### config.mk
export PLATFORM = sky130hd
export DESIGN_NAME = phy_basic_control_register
export DESIGN_NICKNAME = d
export VERILOG_FILES = /design/src/phy_basic_control_register.v
export VERILOG_INCLUDE_DIRS = /design/src
export SDC_FILE = /design/constraint.sdc
export NUM_CORES = 1
export LEC_CHECK = 0
export BUFFER_PORTS_ARGS = -buffer_cell sky130_fd_sc_hd__buf_4
export CAP_MARGIN = 20
export CORE_ASPECT_RATIO = 0.5
export CORE_MARGIN = 5
export CORE_UTILIZATION = 40
export CTS_BUF_LIST = sky130_fd_sc_hd__clkbuf_4 sky130_fd_sc_hd__clkbuf_8
export CTS_CLUSTER_DIAMETER = 100
export CTS_CLUSTER_SIZE = 24
export DETAILED_ROUTE_END_ITERATION = 10
export GPL_TIMING_DRIVEN = 0
export PLACE_DENSITY = 0.59
export SYNTH_ARGS = -nofsm -noshare
export SYNTH_HDL_FRONTEND = slang
export SYNTH_SLANG_ARGS = --single-unit
### constraint.sdc
create_clock -name clk -period 5.4 [get_ports clk]
set_clock_uncertainty 0.2 [all_clocks]
set_input_delay 0.54 -clock clk [delete_from_list [all_inputs] [get_ports clk]]
set_output_delay 0.54 -clock clk [all_outputs]
set_load 0.05 [all_outputs]
### src/phy_ctrl_defines.vh
// constants for the basic control register and its management frame
// How it works
// - writing one to bit 15 reloads every default, then the bit clears itself
// - loopback set blocks medium transmit and ignores medium receive data
// - loopback returns data deep inside the digital path, not at the pins
// - speed bit one means 100 Mb/s, zero 10 Mb/s, reset value one
// - speed bit writable only with straps all zero and negotiation off
// - negotiation off: 10-only straps force zero, 100-only force one, writes ignored
// - negotiation on: speed bit ignores writes and steers nothing
// - straps going to zero leave the speed bit as it was until written
// - negotiation enable settable only with allowed strap high, defaults to the allowed strap
// - negotiation off: speed comes from the speed bit or the straps
// - allowed strap rising without reset leaves enable zero until written one
// - power-down bit enters low power, management still answers
// - power-down pin high enters the same low power state
// - isolate bit floats the MII outputs, management still answers
// - isolate reset value follows the hiz default strap
// - isolate pin also isolates, independent of the bit
// - writing one to restart bit restarts negotiation, bit clears itself
// - negotiation starts by itself after power-up or reset
// - 16-bit register reached over the serial management data and clock pins
`ifndef PHY_CTRL_DEFINES_VH
`define PHY_CTRL_DEFINES_VH
`define CTRL_REG_ADDR 5'h00
`define BCAST_PHY_ADDR 5'h00
`define BIT_SOFT_RESET 15
`define BIT_LOOPBACK 14
`define BIT_SPEED 13
`define BIT_AN_ENABLE 12
`define BIT_POWER_DOWN 11
`define BIT_ISOLATE 10
`define BIT_AN_RESTART 9
`define RST_LOOPBACK 1'b0
`define RST_SPEED 1'b1
`define RST_POWER_DOWN 1'b0
`define INIT_CYCLES 3'h4
`define PREAMBLE_ONES 6'h20
`define OP_READ 2'b10
`define OP_WRITE 2'b01
`define ABIL_10 0
`define ABIL_100 1
`endif

### src/phy_basic_control_register.v
// basic control register with serial management slave
`timescale 1ns/1ns
`default_nettype none
`include "phy_ctrl_defines.vh"
module phy_basic_control_register #(
    parameter [5:0] PRE_LEN = `PREAMBLE_ONES
) (
    // clock and reset
    input wire clk,
    input wire rst,
    // management pins
    input wire mdc,
    input wire mdio_in,
    output reg mdio_out,
    output reg mdio_oe_n,
    // straps and pins
    input wire [4:0] phy_address,
    input wire [2:0] ability_straps,
    input wire autoneg_allowed_strap,
    input wire hiz_default_strap,
    input wire low_power_pin,
    input wire isolate_pin,
    // control outputs
    output reg device_reset,
    output reg digital_loopback,
    output reg medium_tx_off,
    output reg medium_rx_off,
    output reg manual_mode,
    output reg manual_speed_100,
    output reg autoneg_run,
    output reg autoneg_kick,
    output reg low_power,
    output reg mii_hiz
);
    // frame slave states
    localparam ST_PRE = 3'h0;
    localparam ST_HDR = 3'h1;
    localparam ST_TA = 3'h2;
    localparam ST_RD = 3'h3;
    localparam ST_WR = 3'h4;

    reg [13:0] sync1;
    reg [13:0] sync2;
    reg mdc_prev;
    reg [2:0] state;
    reg [5:0] cnt;
    reg [11:0] hdr;
    reg [15:0] rd_sh;
    reg [15:0] wr_sh;
    reg is_read;
    reg hit;
    reg wr_go;
    reg [15:0] wr_data;
    reg [2:0] init_cnt;
    reg speed_select_100;
    reg autoneg_enable;
    reg low_power_request;
    reg isolate_bit;

    wire s_mdc = sync2[13];
    wire s_mdio = sync2[12];
    wire [4:0] s_phy = sync2[11:7];
    wire [2:0] s_abil = sync2[6:4];
    wire s_an_allowed = sync2[3];
    wire s_hiz_def = sync2[2];
    wire s_lp_pin = sync2[1];
    wire s_iso_pin = sync2[0];
    // mdc passes the same two stages as data, so each bit lines up with its edge
    wire rise = s_mdc & ~mdc_prev;
    wire init_busy = (init_cnt != 3'h0);
    wire only_10 = s_abil[`ABIL_10] & ~s_abil[`ABIL_100];
    wire only_100 = s_abil[`ABIL_100] & ~s_abil[`ABIL_10];
    wire [12:0] full = {hdr, s_mdio};
    wire frame_ok = full[12] & ((full[11:10] == `OP_READ) | (full[11:10] == `OP_WRITE));
    wire addr_hit = ((full[9:5] == s_phy) | (full[9:5] == `BCAST_PHY_ADDR))
        & (full[4:0] == `CTRL_REG_ADDR);
    // self-clearing bits read back zero; reset bit shows one while defaults reload
    wire [15:0] readback = {init_busy, digital_loopback, speed_select_100,
        autoneg_enable, low_power_request, isolate_bit, 1'b0, 9'h000};

    // every pin passes two flops; the first stage feeds only the second
    always @(posedge clk)
    begin
        if (rst)
        begin
            sync1 <= 14'h0000;
            sync2 <= 14'h0000;
            mdc_prev <= 1'b0;
        end
        else
        begin
            sync1 <= {mdc, mdio_in, phy_address, ability_straps, autoneg_allowed_strap,
                hiz_default_strap, low_power_pin, isolate_pin};
            sync2 <= sync1;
            mdc_prev <= s_mdc;
        end
    end

    // management frame slave, sampled on rising management clock
    always @(posedge clk)
    begin
        if (rst)
        begin
            state <= ST_PRE;
            cnt <= 6'h00;
            hdr <= 12'h000;
            rd_sh <= 16'h0000;
            wr_sh <= 16'h0000;
            is_read <= 1'b0;
            hit <= 1'b0;
            wr_go <= 1'b0;
            wr_data <= 16'h0000;
            mdio_out <= 1'b0;
            mdio_oe_n <= 1'b1;
        end
        else
        begin
            wr_go <= 1'b0;
            if (rise)
            begin
                case (state)
                    ST_PRE:
                    begin
                        if (s_mdio)
                        begin
                            // saturate so a long idle line never wraps the count
                            if (cnt != 6'h3f)
                                cnt <= cnt + 6'h01;
                        end
                        else if (cnt >= PRE_LEN)
                        begin
                            state <= ST_HDR;
                            cnt <= 6'h00;
                        end
                        else
                            cnt <= 6'h00;
                    end
                    ST_HDR:
                    begin
                        hdr <= full[11:0];
                        cnt <= cnt + 6'h01;
                        if (cnt == 6'h0c)
                        begin
                            cnt <= 6'h00;
                            is_read <= (full[11:10] == `OP_READ);
                            hit <= addr_hit;
                            rd_sh <= readback;
                            // other registers and bad frames leave the pin released
                            state <= frame_ok ? ST_TA : ST_PRE;
                        end
                    end
                    ST_TA:
                    begin
                        cnt <= cnt + 6'h01;
                        // drive low through the second turnaround bit, then shift data
                        if (cnt == 6'h00)
                        begin
                            if (is_read & hit)
                            begin
                                mdio_oe_n <= 1'b0;
                                mdio_out <= 1'b0;
                            end
                        end
                        else
                        begin
                            cnt <= 6'h00;
                            state <= is_read ? ST_RD : ST_WR;
                            if (is_read & hit)
                            begin
                                mdio_out <= rd_sh[15];
                                rd_sh <= {rd_sh[14:0], 1'b0};
                            end
                        end
                    end
                    ST_RD:
                    begin
                        cnt <= cnt + 6'h01;
                        if (cnt == 6'h0f)
                        begin
                            mdio_oe_n <= 1'b1;
                            mdio_out <= 1'b0;
                            cnt <= 6'h00;
                            state <= ST_PRE;
                        end
                        else if (hit)
                        begin
                            mdio_out <= rd_sh[15];
                            rd_sh <= {rd_sh[14:0], 1'b0};
                        end
                    end
                    ST_WR:
                    begin
                        // data arrives msb first; commit only after the sixteenth bit
                        wr_sh <= {wr_sh[14:0], s_mdio};
                        cnt <= cnt + 6'h01;
                        if (cnt == 6'h0f)
                        begin
                            wr_go <= hit;
                            wr_data <= {wr_sh[14:0], s_mdio};
                            cnt <= 6'h00;
                            state <= ST_PRE;
                        end
                    end
                    default:
                    begin
                        state <= ST_PRE;
                        cnt <= 6'h00;
                    end
                endcase
            end
        end
    end

    // register bits; defaults reload for several cycles so synced straps are valid
    always @(posedge clk)
    begin
        if (rst)
        begin
            init_cnt <= `INIT_CYCLES;
            digital_loopback <= `RST_LOOPBACK;
            speed_select_100 <= `RST_SPEED;
            autoneg_enable <= 1'b0;
            low_power_request <= `RST_POWER_DOWN;
            isolate_bit <= 1'b0;
            autoneg_kick <= 1'b0;
        end
        else
        begin
            autoneg_kick <= 1'b0;
            if (wr_go & wr_data[`BIT_SOFT_RESET])
                init_cnt <= `INIT_CYCLES;
            else if (init_busy)
                init_cnt <= init_cnt - 3'h1;
            if (init_busy)
            begin
                digital_loopback <= `RST_LOOPBACK;
                speed_select_100 <= `RST_SPEED;
                autoneg_enable <= s_an_allowed;
                low_power_request <= `RST_POWER_DOWN;
                isolate_bit <= s_hiz_def;
                if (init_cnt == 3'h1)
                    autoneg_kick <= s_an_allowed;
            end
            // a reset write discards the other bits it carries
            else if (!(wr_go & wr_data[`BIT_SOFT_RESET]))
            begin
                if (wr_go)
                begin
                    digital_loopback <= wr_data[`BIT_LOOPBACK];
                    low_power_request <= wr_data[`BIT_POWER_DOWN];
                    isolate_bit <= wr_data[`BIT_ISOLATE];
                end
                // enable is dropped while not allowed, so a rising strap finds it zero
                if (!s_an_allowed)
                    autoneg_enable <= 1'b0;
                else if (wr_go)
                    autoneg_enable <= wr_data[`BIT_AN_ENABLE];
                // mixed strap codes neither force nor accept the speed bit
                if (autoneg_enable)
                    speed_select_100 <= speed_select_100;
                else if (only_10)
                    speed_select_100 <= 1'b0;
                else if (only_100)
                    speed_select_100 <= 1'b1;
                else if (wr_go & (s_abil == 3'h0))
                    speed_select_100 <= wr_data[`BIT_SPEED];
                if (wr_go & wr_data[`BIT_AN_RESTART] & autoneg_enable)
                    autoneg_kick <= 1'b1;
            end
        end
    end

    // registered effective controls
    always @(posedge clk)
    begin
        if (rst)
        begin
            device_reset <= 1'b1;
            medium_tx_off <= 1'b0;
            medium_rx_off <= 1'b0;
            manual_mode <= 1'b0;
            manual_speed_100 <= 1'b0;
            autoneg_run <= 1'b0;
            low_power <= 1'b0;
            mii_hiz <= 1'b0;
        end
        else
        begin
            device_reset <= init_busy;
            // loop is closed inside the digital core, the medium side stays quiet
            medium_tx_off <= digital_loopback;
            medium_rx_off <= digital_loopback;
            manual_mode <= ~autoneg_enable;
            // speed bit steers nothing while negotiating
            manual_speed_100 <= autoneg_enable ? 1'b0 : speed_select_100;
            autoneg_run <= autoneg_enable;
            // management keeps running in both modes; only the core is affected
            low_power <= low_power_request | s_lp_pin;
            mii_hiz <= isolate_bit | s_iso_pin;
        end
    end
endmodule // phy_basic_control_register
`default_nettype wire

**After elaboration in Yosys (flattened, before gate mapping)**

Cells that the tools add are included.

- Logic and storage cells: 149
- Output and inout port bits: 12
- Flip-flop bits (word level): 118
- Bits of input ports: 16

- Multiplexer cells: 43
- Reductions and logical operators: 28
- Magnitude comparators: 1
- Bitwise operators: 22
- $add $sub $neg: 2
- Equal/unequal tests: 25

Operators by type and width:

| operator | number |
|---|---|
| 16-bit 2-to-1 mux | 5 |
| 16-bit one-hot mux with 3 select lines | 1 |
| 6-bit 2-to-1 mux | 5 |
| 6-bit one-hot mux with 4 select lines | 1 |
| 1-bit 2-to-1 mux | 21 |
| 2-bit != test (second input constant) | 10 |
| 3-bit 2-to-1 mux | 6 |
| 6-bit by 4-bit equality test with 1-bit output (second input constant) | 2 |
| 3-bit one-hot mux with 4 select lines | 1 |
| 2-bit AND reduction | 6 |
| 1-bit AND | 10 |
| 5-bit logical NOT | 2 |
| 3-bit AND reduction | 3 |
| 3-bit nonzero test | 3 |
| 1-bit NOT | 8 |
| 2-bit OR reduction | 4 |
| 7-bit AND reduction | 1 |
| 6-bit by 1-bit adder with 6-bit output (second input constant) | 1 |
| 3-bit by 1-bit equality test with 1-bit output (second input constant) | 2 |
| 3-bit by 2-bit equality test with 1-bit output (second input constant) | 2 |
| 6-bit >= comparator (second input constant) | 1 |
| 3-bit logical NOT | 2 |
| 6-bit logical NOT | 1 |
| 3-bit != test (second input constant) | 2 |
| 16 further kinds | 21 |

**Depth between registers and ports, before layout**

- Word-level depth: 6
- Depth in mapped cells: 8
- Gate-level depth less buffers: 7

**Least setup slack after synthesis**

No wires, ideal clock.

- Path type: reg-to-reg
- From: register cnt[0]
- To: register state[0]
- Data arrival time: 1.858 ns
- Clock period less this slack: 2.128 ns
- Library setup time: 0.070 ns
- Setup slack: 3.272 ns
- Required time: 5.130 ns
- Path buffers: 0
- Cell stages (with the launch flop): 8
- Path through: dfxtp_1 > inv_1 > ha_1 > nor4b_1 > and2_1 > a31o_4 > or4_1 > a21oi_1

- Longest elaborated chain between the ends: 3
- Elaborated cells between the ends (all ways): 9
- Those cells by class: order compare (1); eq/ne (6); reduce/logical (2)

Ends and longest elaborated chain:

| what | line | source |
|---|---|---|
| from (decl) | phy_basic_control_register.v:46 | `reg [5:0] cnt;` |
| from (signal assigned) | phy_basic_control_register.v:128 | `cnt <= cnt + 6'h01;` |
| from (signal assigned) | phy_basic_control_register.v:141 | `cnt <= cnt + 6'h01;` |
| from (signal assigned) | phy_basic_control_register.v:154 | `cnt <= cnt + 6'h01;` |
| 6-bit >= comparator, or another cell as far along | phy_basic_control_register.v:130 | `else if (cnt >= PRE_LEN)` |
| 2-bit != test (no source line) / 2-bit by 1-bit != test with 1-bit output (equally long branches) | -- |  |
| 6-bit AND reduction (no source line) * | -- |  |
| to (signal assigned) | phy_basic_control_register.v:149 | `state <= frame_ok ? ST_TA : ST_PRE;` |
| to (signal assigned) | phy_basic_control_register.v:167 | `state <= is_read ? ST_RD : ST_WR;` |
| to (decl) | phy_basic_control_register.v:45 | `reg [2:0] state;` |

Mark *: on every way between the ends. The rest lies on a longest branch, timed or not.
A chain may end at the register's enable or synchronous reset.

**Final worst setup path**

- From: register cnt[1]
- To: register cnt[3]

- Longest elaborated chain between the ends: 4
- Elaborated cells between the ends (all ways): 13
- Those cells by class: add/sub (1); eq/ne (4); mux (6); reduce/logical (2)

Ends and longest elaborated chain:

| what | line | source |
|---|---|---|
| 6-bit by 1-bit adder with 6-bit output | -- |  |
| 6-bit 2-to-1 mux | phy_basic_control_register.v:127 | `if (cnt != 6'h3f)` |
| 6-bit 2-to-1 mux | phy_basic_control_register.v:124 | `if (s_mdio)` |
| 6-bit one-hot mux with 4 select lines | phy_basic_control_register.v:121 | `case (state)` |

Several ways; a longest one is shown, not always the timed one. The select of a mux whose other input is x is not followed.

==> metrics.md <==
| Metric | Value |
|---|---|
| CP Class | reg -> reg |
| Worst EP arrival | 2.50 ns |
| R2R setup slack | 2.98 ns |
| Final Util | 47.5% |
| Reg clk slew, reported paths | 0.10 ns |
| Slew HR | 46.8% |
| Final setup fails | 0 |
| Yosys warning total | 0 |
| Post-synthesis net count | 471 |
| Sw Share | 27.1% |
| Hold_ws | 0.168 ns |
| Number of clock sinks | 99 |
| Min cycle time layout | 2.42 ns |
| Vias in the first global route | 2796 |
| Initial antenna violation count | 0 |
| CTS tree | built |
| ANT nets after route | 0 |
| Initial Util | 41.7% |
| Core Rows | 25 |
| Core area | 0.00963 mm^2 |
| Top cells by count, synth | dfxtp_1, nand2_1, nor2_1, a21oi_1, nor2b_1 |
| Storage cell area | 0.00198 mm^2 |
| Post-CTS setup buffer count | 0 |
| Die area | 0.0123 mm^2 |
| Asr flop ratio synth | 0% |
| Setup TNS | 0 ns |
| Worst EP required | 5.48 ns |
| Reg2Reg Depth | 6 |
| Final Hold Fails | 0 |
| Root buf cell | clkbuf_8 |
| Clock network fraction of design power | 34.2% |
| Unique masters post-synth | 55 |
| Most common cell in the netlist | dfxtp_1 |
| Yosys top cell area share | 49.3% |
| # DRC | 0 |
| Max Cap Viol | 0 |
| LEAKAGE | 1.85 nW |
| Kind of end point of the critical path | flip-flop |
| Port Buffers | 26 |
| Layout cell share with drive strength beyond 1 | 12.5% |
| Leading area contributor after synthesis | dfxtp_1 |
| Ys flop type | dfxtp_1 |
| Worst VDD drop | 0.133 mV |
| Int Power | 0.982 mW |
| Hold Path Class | in -> reg |
| Top cells by area, synth | dfxtp_1, mux2i_1, a21oi_1, nor2b_1, nand2_1 |
| Fill cells | 968 |
| First-pass GRT wire length | 14.2 mm |
| Worst Hold Path Cells | 2 |
| Total GRT Usage | 14.5% |
| Diode count | 0 |
| Startpoint types | flip-flop |
| Number of enable flip-flop cells after synthesis | 0 |
| Final Max Slew Viols | 0 |
| Drt pass-1 iters | 4 |
| Run status | finished clean |
| Share of total power in combinational logic | 8.8% |
| Clock buffer depth | 2 |
| WL per Instance | 13.8 um |
| R2r startpoint | cnt[1] |
| IO Pins | 28 |
| Nets@finish | 508 |
| Layout area overhead | 13.9% |
| Setup ws final | 2.98 ns |
| Unrepaired setup endpoints after global routing | no |
| Seq cells post-synth | 99 |
| Vias | 3015 |
| WL final | 8.57 mm |
| Sequential share of the synthesized area | 49.3% |
| Post-synthesis cell count | 446 |
| Multi-input gate area | 0.00186 mm^2 |
| DP HPWL | 6.02 mm |
| Grt ovf | 0 |
| Post-Syn Area | 0.00402 mm^2 |
| Placed cell areas | 0.00439 mm^2 |
| Fmax | 413 MHz |
| Width of the die | 152 um |
| DR vias/cell | 4.84 |
| Post-route cell area | 0.00458 mm^2 |
| Total CTS buffers | 9 |
| PwrDens | 294 mW/mm^2 |
| 1st-iter DRT viols | 214 |
| Psw | 0.365 mW |
| Pre-CTS setup slack | 3.01 ns |
| Syn_area_per_cell | 9.02 um^2 |
| Die height | 80.9 um |
| Largest net degree at the start of global routing | 20 |
| Hold Startpoint | autoneg_allowed_strap |
| Clk_lat worst skew | 0.37 ns |
| Level count of the clock H-tree | 3 |
| RD Place Congestion | 0.833 |
| Sequential share of power | 57.0% |
| Hold_buf cts | 0 |
| Crit Path Max Fanout | 10 |
| Critical path origin | cnt[1] |
| Measured slew at the worst slew-check pin | 0.790 ns |
| Post-cts sizing count | 0 |
| Final Cycle Share | 44.9% |
[layer usage]
layer / global-route usage, % / wire, um
met1: 20.7 / 4610
met2: 21.2 / 3550
met3: 4.10 / 392
met4: 4.22 / 21
met5: 0 / 0
[worst max-delay path: stages, from the launching register on]
cell and delay, ns:
dfxtp_1 0.39, ha_1 0.19, buf_2 0.24, nand3_1 0.16, o41ai_2 0.73, nor3_1 0.14, nor4_1 0.28
[final timing paths]
kind,endpoint
setup / recovery,cnt[3]
hold / removal,sync1[3]
setup reg to reg,cnt[3]
hold reg to reg,sync2[10]
[cell usage in the layout, fill, tap and decap left out, drive strengths merged, types with 10 or more instances in the layout]
cell type / n
dfxtp: 99
nand2: 54
nor2: 48
a21oi: 43
buf: 36
nor2b: 33
mux2i: 26
clkbuf: 26
inv: 18
o21ai: 10
[state kept, by name (all words and copies together), names as in the netlist, 3 cells and up]
name      flops
wr_data       7
sync2        14
sync1        14
init_cnt      3
rd_sh         6
hdr          12
wr_sh        15
cnt           6
state         3
[cell families after synthesis]
family | count (synthesis) | synth area share, %
AO/OA/AOI/OAI | 83 | 13.1
adder cells (fa/ha/maj) | 9 | 2.80
multiplexers | 26 | 6.47
flip-flops | 99 | 49.3
XOR/XNOR | 6 | 1.31
AND/OR/NAND/NOR | 182 | 22.5
buffers and inverters | 41 | 4.54
[final cells by class]
class / instances / share of cell area [%]
timing repair buffer: 26 / 4.26
tap: 135 / 3.69
buffer: 27 / 2.84
clock inverter: 7 / 1.53
sequential: 99 / 43.3
clock buffer: 9 / 2.70
inverter: 14 / 1.15
multi-input combinational: 306 / 40.5
[through the flow]
stage,std cells,power (mW)
after floorplan,446,0.867
after global placement,607,0.902
after detailed placement,607,0.906
after CTS,623,1.37
after global routing,623,1.42
final,623,1.35
[power by group through the flow]
stage / clock (mW) / sequential (mW) / combinational, mW
6_report: 0.460 / 0.768 / 0.119
2_1_floorplan: 0 / 0.795 / 0.0717
4_1_cts: 0.485 / 0.768 / 0.121
3_3_place_gp: 0 / 0.784 / 0.118
3_5_place_dp: 0 / 0.785 / 0.121
5_1_grt: 0.513 / 0.772 / 0.135
No activity file was read; power rests on OpenSTA's default activity.
